[config.mk]
export PLATFORM = sky130hd
export DESIGN_NAME = gpio_ports
export DESIGN_NICKNAME = d
export VERILOG_FILES = /design/src/core/gpio_pkg.sv /design/src/core/gpio_ports.sv
export VERILOG_INCLUDE_DIRS = /design/src /design/src/core
export SDC_FILE = /design/constraint.sdc
export NUM_CORES = 1
export LEC_CHECK = 0
export ABC_CLOCK_PERIOD_IN_PS = 1360
export BUFFER_PORTS_ARGS = -buffer_cell sky130_fd_sc_hd__buf_4
export CAP_MARGIN = 30
export CORE_AREA = 2 2 251 253
export CTS_BUF_LIST = sky130_fd_sc_hd__clkbuf_16
export CTS_CLUSTER_SIZE = 8
export DETAILED_ROUTE_END_ITERATION = 6
export DIE_AREA = 0 0 253 255
export GPL_ROUTABILITY_DRIVEN = 0
export PLACE_DENSITY_LB_ADDON = 0.25
export SYNTH_ARGS = -nofsm -noshare
export SYNTH_HDL_FRONTEND = slang
export SYNTH_SLANG_ARGS = --single-unit
export TNS_END_PERCENT = 1
[constraint.sdc]
create_clock -name clk -period 1.36 [get_ports clk]
set_input_delay 0.136 -clock clk [delete_from_list [all_inputs] [get_ports clk]]
set_output_delay 0.136 -clock clk [all_outputs]
set_load 0.05 [all_outputs]
[src/core/gpio_defs.svh]
// register map and field constants of the programmable port block
// assumes an 8-bit register port with 5-bit word addresses
`ifndef GPIO_DEFS_SVH
`define GPIO_DEFS_SVH
`define GPIO_AW          5
`define GPIO_DW          8
`define GPIO_DATA_BASE   5'h00
`define GPIO_DIR_BASE    5'h10
`define GPIO_PULL_BASE   5'h1C
`define GPIO_PULL_REGS   4
`define GPIO_GROUP_W     4
`define GPIO_RST_DIR     8'h00
`define GPIO_RST_LATCH   8'h00
`define GPIO_RST_PULL    8'h00
`define GPIO_IN_ONLY_BIT 69
`endif

[src/core/gpio_pkg.sv]
// types of the programmable port block
// assumes gpio_defs.svh for widths
`include "gpio_defs.svh"
package gpio_pkg;
    typedef struct packed
    {
        logic [`GPIO_AW-1:0] addr;
        logic [`GPIO_DW-1:0] wdata;
        logic                we;
        logic                re;
    } gpio_req_t;

    typedef enum logic [1:0]
    {
        GPIO_SEL_NONE,
        GPIO_SEL_DATA,
        GPIO_SEL_DIR,
        GPIO_SEL_PULL
    } gpio_sel_t;
endpackage : gpio_pkg

[src/core/gpio_ports.sv]
// programmable i/o ports: direction, latch, pin sense, group pull-ups
// assumes pins and peripheral signals synchronous to clk; pads resolved outside
//
// Design decisions made here: the placing of the registers and the plain strobed port.
`timescale 1ns/1ps
`include "gpio_defs.svh"
module gpio_ports #(
    parameter int NUM_PORTS = 11
) (
    input  wire logic                   clk,
    input  wire logic                   rstn,
    input  wire gpio_pkg::gpio_req_t    bus_req,
    output logic [`GPIO_DW-1:0]         rdata_q,
    input  wire logic [NUM_PORTS*8-1:0] pad_in,
    output logic [NUM_PORTS*8-1:0]      pad_out_q,
    output logic [NUM_PORTS*8-1:0]      pad_oe_q,
    output logic [NUM_PORTS*8-1:0]      pull_en_q,
    input  wire logic [NUM_PORTS*8-1:0] periph_oe,
    input  wire logic [NUM_PORTS*8-1:0] periph_out,
    input  wire logic [NUM_PORTS*8-1:0] periph_dac
);
    localparam int NB = NUM_PORTS * 8;
    localparam int NG = NB / `GPIO_GROUP_W;

    // map holds at most 12 ports so direction words stay below the pull-up words;
    // the input-only bit lives in port 8
    if (NUM_PORTS < 9 || NUM_PORTS > 12)
    begin : g_bad_ports
        $error("gpio_ports: NUM_PORTS must be 9..12");
    end

    // pull-up words must cover every group of four pins
    if (NG > `GPIO_PULL_REGS * 8)
    begin : g_bad_groups
        $error("gpio_ports: too few pull-up bits for the groups");
    end

    function automatic gpio_pkg::gpio_sel_t dec(input logic [`GPIO_AW-1:0] a);
        if (a < `GPIO_DATA_BASE + 5'(NUM_PORTS))
            dec = gpio_pkg::GPIO_SEL_DATA;
        else if (a >= `GPIO_DIR_BASE && a < `GPIO_DIR_BASE + 5'(NUM_PORTS))
            dec = gpio_pkg::GPIO_SEL_DIR;
        else if (a >= `GPIO_PULL_BASE)
            dec = gpio_pkg::GPIO_SEL_PULL;
        else
            dec = gpio_pkg::GPIO_SEL_NONE;
    endfunction : dec

    logic [NB-1:0]                   dir_q;
    logic [NB-1:0]                   dir_d;
    logic [NB-1:0]                   latch_q;
    logic [NB-1:0]                   latch_d;
    logic [`GPIO_PULL_REGS*8-1:0]    pull_q;
    logic [`GPIO_PULL_REGS*8-1:0]    pull_d;
    logic [`GPIO_DW-1:0]             rdata_d;
    logic [NB-1:0]                   oe_d;
    logic [NB-1:0]                   out_d;
    logic [NB-1:0]                   pen_d;
    gpio_pkg::gpio_sel_t             sel;
    logic [3:0]                      idx;

    // register port: writes and registered read data
    always_comb
    begin
        dir_d   = dir_q;
        latch_d = latch_q;
        pull_d  = pull_q;
        rdata_d = '0;
        sel     = dec(bus_req.addr);
        idx     = bus_req.addr[3:0];
        if (bus_req.we)
        begin
            unique case (sel)
                gpio_pkg::GPIO_SEL_DATA: latch_d[idx*8 +: 8] = bus_req.wdata;
                gpio_pkg::GPIO_SEL_DIR:  dir_d[idx*8 +: 8] = bus_req.wdata;
                gpio_pkg::GPIO_SEL_PULL: pull_d[idx[1:0]*8 +: 8] = bus_req.wdata;
                gpio_pkg::GPIO_SEL_NONE: ;
            endcase
        end
        // no direction storage on input-only bit
        dir_d[`GPIO_IN_ONLY_BIT] = 1'b0;
        if (bus_req.re)
        begin
            unique case (sel)
                // reads sense the pin, not the latch
                gpio_pkg::GPIO_SEL_DATA: rdata_d = pad_in[idx*8 +: 8];
                gpio_pkg::GPIO_SEL_DIR:  rdata_d = dir_q[idx*8 +: 8];
                gpio_pkg::GPIO_SEL_PULL: rdata_d = pull_q[idx[1:0]*8 +: 8];
                gpio_pkg::GPIO_SEL_NONE: rdata_d = '0;
            endcase
        end
    end

    // pin drive: peripheral sharing, direction, pull-ups
    always_comb
    begin
        oe_d  = '0;
        out_d = '0;
        pen_d = '0;
        for (int i = 0; i < NB; i++)
        begin
            if (periph_oe[i] && !periph_dac[i])
            begin
                oe_d[i]  = 1'b1;
                out_d[i] = periph_out[i];
            end
            else
            begin
                // converter pin relies on direction kept at input
                oe_d[i]  = dir_q[i];
                out_d[i] = latch_q[i];
            end
            if (i == `GPIO_IN_ONLY_BIT)
                oe_d[i] = 1'b0;
            pen_d[i] = pull_q[i / `GPIO_GROUP_W] && !oe_d[i] && !dir_q[i];
        end
    end

    // all bits but the input-only direction bit kept, bonded or not
    always_ff @(posedge clk or negedge rstn)
    begin
        if (!rstn)
        begin
            dir_q   <= {NUM_PORTS{`GPIO_RST_DIR}};
            latch_q <= {NUM_PORTS{`GPIO_RST_LATCH}};
            pull_q  <= {`GPIO_PULL_REGS{`GPIO_RST_PULL}};
            rdata_q <= '0;
        end
        else
        begin
            dir_q   <= dir_d;
            latch_q <= latch_d;
            pull_q  <= pull_d;
            rdata_q <= rdata_d;
        end
    end

    // pins registered so no pad sees a decode glitch
    always_ff @(posedge clk or negedge rstn)
    begin
        if (!rstn)
        begin
            pad_oe_q  <= '0;
            pad_out_q <= '0;
            pull_en_q <= '0;
        end
        else
        begin
            pad_oe_q  <= oe_d;
            pad_out_q <= out_d;
            pull_en_q <= pen_d;
        end
    end

    logic first_q;
    always_ff @(posedge clk or negedge rstn)
    begin
        if (!rstn)
            first_q <= 1'b1;
        else
            first_q <= 1'b0;
    end
endmodule : gpio_ports

== Word level (Yosys, flattened, before mapping) ==
Cells that the tools add are included.

* Muxes and demuxes: 183
* Shifts and indexed selects: 7
* Eq/ne operators: 3
* $lt $le $gt $ge: 4
* Reductions and logical operators: 529
* Add/sub/neg operators: 2

{| class="wikitable"
|+ Operators by type and width
! operator !! count
|-
| logical AND 1 bit || 263
|-
| zero test 1 bit || 262
|-
| bitwise mux 88 bit || 2
|-
| variable part select 88 x 8 -> 8 bit || 2
|-
| 2-to-1 mux 1 bit || 175
|-
| variable shift 8 x 34 -> 88 bit, first input constant || 1
|-
| variable part select 8 x 34 -> 88 bit || 1
|-
| negator 5 -> 34 bit || 1
|-
| negator 7 -> 34 bit || 1
|-
| variable shift 8 x 34 -> 32 bit, first input constant || 1
|-
| variable part select 8 x 34 -> 32 bit || 1
|-
| bitwise mux 32 bit || 1
|-
| case mux 8 bit (4 select lines) || 1
|-
| variable part select 32 x 6 -> 8 bit || 1
|-
| >= comparator 5 bit, second input constant || 2
|-
| 2-to-1 mux 8 bit || 1
|-
| 2-to-1 mux 2 bit || 3
|-
| AND reduction 2 bit || 3
|-
| less-than comparator 5 x 4 -> 1 bit, second input constant || 1
|-
| less-than comparator 5 bit, second input constant || 1
|-
| == test 2 bit, second input constant || 2
|-
| == test 2 x 1 -> 1 bit, second input constant || 1
|-
| zero test 2 bit || 1
|}

* Logic and storage cells: 735
* Bits of input ports: 369
* Bits in registers: 478
* Output and inout port bits: 272

== Logic depth before layout (Yosys ltp) ==
* Depth in word-level cells: 7
* Gate-level depth with buffers: 13
* Mapped depth without buffers: 9

== Worst setup path before layout ==
OpenSTA, ideal clock, no wires.

* Path kind: input-to-reg
* Start: in bus_req[11] (netlist name)
* End: reg rdata_q[0]
* Arrival time: 2.626 ns
* Path buffers: 5
* Data required time: 1.229 ns
* Path slack: -1.398 ns
* Cell stages on the path: 12
* Setup time: 0.131 ns
* Cells stage by stage: buf_2 -> buf_2 -> and3b_1 -> clkbuf_1 -> a21boi_0 -> ha_1 -> buf_2 -> clkbuf_1 -> mux4_2 -> mux2_2 -> o2111ai_1 -> a211oi_1

* Word-level cells in the longest chain between the ends: 7
* Elaborated cells on any way between the ends: 17
* Classes of those cells: 4 x order compare; 3 x eq/ne; 3 x shift; 5 x mux; 2 x reduce/logical

{| class="wikitable"
|+ RTL lines
! what !! RTL line !! RTL
|-
| start, declared || gpio_ports.sv:12 || <nowiki>input wire gpio_pkg::gpio_req_t bus_req,</nowiki>
|-
| >= comparator 5 bit (no line) or less-than comparator 5 bit (tied branches) || n/a ||
|-
| 2-to-1 mux 2 bit or logical AND 1 bit (tied branches) || gpio_ports.sv:43, gpio_ports.sv:41 ||
|-
| 2-to-1 mux 2 bit || gpio_ports.sv:41 || <nowiki>else if (a >= `GPIO_DIR_BASE && a < `GPIO_DIR_BASE + 5'(NUM_PORTS))</nowiki>
|-
| 2-to-1 mux 2 bit || gpio_ports.sv:39 || <nowiki>if (a < `GPIO_DATA_BASE + 5'(NUM_PORTS))</nowiki>
|-
| == test 2 bit, or another cell as far along || gpio_ports.sv:84 || <nowiki>unique case (sel)</nowiki>
|-
| case mux 8 bit (4 select lines) * || gpio_ports.sv:84 ||
|-
| 2-to-1 mux 8 bit * || gpio_ports.sv:82 || <nowiki>if (bus_req.re)</nowiki>
|-
| named net rdata_d[0] || gpio_ports.sv:55 || <nowiki>logic [`GPIO_DW-1:0] rdata_d;</nowiki>
|-
| end signal, assigned || gpio_ports.sv:134 || <nowiki>rdata_q <= rdata_d;</nowiki>
|-
| end, declared || gpio_ports.sv:13 || <nowiki>output logic [`GPIO_DW-1:0] rdata_q,</nowiki>
|}

Mark *: on every way through the listed nets, which the timed path passes. The rest lies on a longest branch.
A chain may end at the register's enable or synchronous reset.

== Worst setup path after layout ==
* Start: in bus_req[11] (netlist name)
* End: reg rdata_q[7]

The elaborated chain is that of the path after synthesis.

==> impl_metrics.json <==
{
  "status": "finished, violations left",
  "violations": "setup timing",
  "p_leak_nw": 17.6,
  "arrival_ns": 2.24,
  "r2r_cells": 4,
  "final-hold-violation-count": 0,
  "root_buffer": "clkbuf_16",
  "place_area_um2": 27700,
  "crit_chain": "buf_8 > a21o_1 > a21oi_2 > a31o_2 > inv_2 > ha_4 > buf_12 > buf_4 > mux2i_1 > a21oi_1 > o2111ai_4 > a211oi_1",
  "pwr-share-seq": 0.389,
  "htree_levels": 3,
  "synth_flop_cell": "dfrtp_1",
  "ant_nets": 0,
  "die-area_um2": 64500,
  "clockPowerShare": 0.391,
  "coreArea_um2": 62200,
  "critPathBufInv": 4,
  "p_total_mw": 40.1,
  "required_ns": 1.86,
  "powerDensity_nw_per_um2": 1200,
  "dp_hpwl_um": 65300,
  "num_vias": 16751,
  "max_freq_mhz": 573,
  "layout.nets": 3027,
  "async_reset_ff_frac": 1.00,
  "grtUsageTotal": 0.258,
  "synth_warnings": 0,
  "hp-class": "primary input to flip-flop",
  "relSlewSlack": 0.604,
  "start_util": 0.319,
  "ir_drop_uv": 781,
  "cts_buffer_depth": 3,
  "cts_made_buffers": 70,
  "first_global_vias": 17868,
  "yosysSeqAreaShare": 0.604,
  "worst_pin_slew_ns": 0.594,
  "hold_depth": 3,
  "worstSkewPairLatency_ns": 0.60,
  "maxSlewViolCount": 0,
  "via_per_inst": 4.83,
  "antenna_found_initial": 10,
  "critPathKind": "primary input to flip-flop",
  "combinationalPowerShare": 0.220,
  "port_buffers": 639,
  "critical-path-top-delay-family": "compound AO/OA/AOI/OAI gates",
  "drt_iter0_drc": 875,
  "rows": 92,
  "grt_pass1_wl_um": 120000,
  "overflow": 0,
  "pin_count": 641,
  "numClockSinks": 478,
  "grt_max_degree": 54,
  "utilization": 0.539,
  "finalSetupViolCount": 185,
  "maxCapViolCount": 0,
  "skew_ns": 0.0246,
  "sw_frac_of_total": 0.289,
  "holdWs_ns": 0.0182,
  "fin_ws_ns": -0.386,
  "die_w_um": 253,
  "cp-start-kind": "primary input",
  "syn_inst": 1438,
  "intPower_mw": 28.5,
  "clk_pin_slew_worst_paths_ns": 0.05,
  "design_area_um2": 33500,
  "die_y_um": 255,
  "syn_avg_cell_area_um2": 13.8,
  "period_minus_slack_ns": 1.75,
  "worst_setup_path_end_kind": "flip-flop",
  "netlist_area_um2": 19800,
  "first_pass_iters": 7,
  "synth_edf_count": 0,
  "wl_per_cell_um": 24.8,
  "drc_errors": 0,
  "place_ws_ns": -1.06,
  "area_growth_pct": 69.1,
  "crit_cells": 12,
  "ys_ff_latch": 478,
  "grt_setup_unrepaired": "yes",
  "cts_tree": "built",
  "synthesis.nets": 1814,
  "critPathMaxStageDelay_ns": 0.33,
  "p_sw_mw": 11.6,
  "drive_gt1_frac": 0.560,
  "r2r_slack_ns": -0.38,
  "worstPathMaxFanout": 20,
  "cp_slowest_cell": "a21oi_1",
  "routed_wl_um": 85900,
  "ys_types": 55,
  "min_period_over_period": 1.28
}
repair_timing:
item                                   4_1_cts  5_1_grt
pin swaps                                   17       12
gates cloned                                 0        1
setup buffers                                1        5
setup endpoints to repair                  187      285
resized for setup                           77      149
endpoints found under the hold margin      681        1
hold buffers                               292        1
routing by layer:
metal | vias to the layer above | track usage | wire length [µm]
li1 | 7441 | - | -
met1 | 8584 | 0.315 | 34800
met2 | 595 | 0.454 | 43700
met3 | 125 | 0.0552 | 5010
met4 | 6 | 0.0894 | 2390
met5 | - | 0 | 44
cell usage in the layout, fill, tap and decap left out, types with 12 or more instances in the layout:
cell / n
buf_4: 846
dfrtp_1: 477
dlygate4sd3_1: 259
mux2_2: 251
nor2_1: 81
clkbuf_16: 73
or2_2: 70
nor2b_1: 68
mux2i_1: 37
dlymetal6s4s_1: 34
and2_1: 32
mux2_4: 31
inv_1: 31
buf_12: 31
nand2_1: 30
mux4_2: 24
a22o_1: 24
or2_4: 18
nor2_2: 18
nor2b_4: 18
nor2b_2: 16
buf_6: 15
a21oi_1: 13
o21ai_0: 12
cells in the mapped netlist, types with 4 or more instances:
master,instances,area [µm²]
dfrtp_1,478,12000
mux2_2,282,3180
nor2b_1,102,638
nor2_1,101,379
or2_2,88,551
mux2i_1,37,370
nand2_1,36,135
and2_1,33,206
inv_1,32,120
a22o_1,24,210
mux4_2,24,541
clkbuf_1,21,78.8
a21oi_1,18,90.1
buf_2,14,70.1
o21ai_0,12,60.1
buf_4,10,75.1
a22oi_1,9,67.6
nand4_2,9,113
and3_1,8,50.1
nor3b_1,8,60.1
o2111ai_1,8,70.1
a211oi_1,7,52.6
a222oi_1,7,70.1
ha_1,7,87.6
o21a_1,7,52.6
nand2b_1,4,25.0
nand3_1,4,20.0
nand3_2,4,40.0
nor3_1,4,20.0
sequential cells by signal (all words and copies together) (netlist names):
register,flops
dir_q,87
latch_q,88
pad_oe_q,87
pad_out_q,88
pull_en_q,88
pull_q,32
rdata_q,8
stage by stage:
stage | instances | setup TNS, ns
final | 3466 | -27.62
after global routing | 3464 | -36.86
after CTS | 3452 | -12.00
after detailed placement | 3078 | -182.69
after global placement | 3078 | -178.31
after floorplan | 1438 | -188.04
path summary, 6_finish.rpt:
kind,to,from
hold reg to reg,pull_q[30],pull_q[30]
setup / recovery,rdata_q[7],bus_req[11]
setup reg to reg,rdata_q[6],dir_q[38]
min in group asynchronous,latch_q[69],rstn
hold / removal,pad_oe_q[26],periph_oe[26]
max in group asynchronous,pull_en_q[40],rstn
tightest hold or removal path: cells and delay by family:
family,cells,cell delay [ns]
buffers and inverters,1,0.08
and+or+nand+nor,2,0.35
logic make-up (layout without fill, tap and decap cells):
| group | count (synthesis) | in the layout | share of synthesized area |
|---|---|---|---|
| compound gates | 107 | 107 | 0.0435 |
| mux | 346 | 346 | 0.208 |
| simple gates | 414 | 414 | 0.121 |
| fa+ha+maj | 7 | 7 | 0.00442 |
| buf+inv | 84 | 1306 | 0.0189 |
| xor+xnor | 1 | 1 | 0.000442 |
| flops | 478 | 478 | 0.604 |
| other cells | 1 | 8 | 0.000189 |
power by group through the flow:
stage,Clock (mW),Sequential (mW),Combinational (mW)
6_report,15.7,15.6,8.83
3_5_place_dp,0,15.8,7.71
5_1_grt,16.6,15.7,9.24
2_1_floorplan,0,17.8,1.91
3_3_place_gp,0,15.8,7.63
4_1_cts,16.0,15.6,8.58
area by class of cell:
cell class / instances / area [µm²]
fill: 5111 / 28700
sequential: 478 / 12000
timing repair buffer: 1190 / 10200
multi-input combinational: 876 / 8240
clock buffer: 72 / 1800
tap: 799 / 1000
inverter: 35 / 139
clock inverter: 9 / 87.6
antenna: 7 / 17.5
Note: power is estimated with default switching activity, not from simulation.
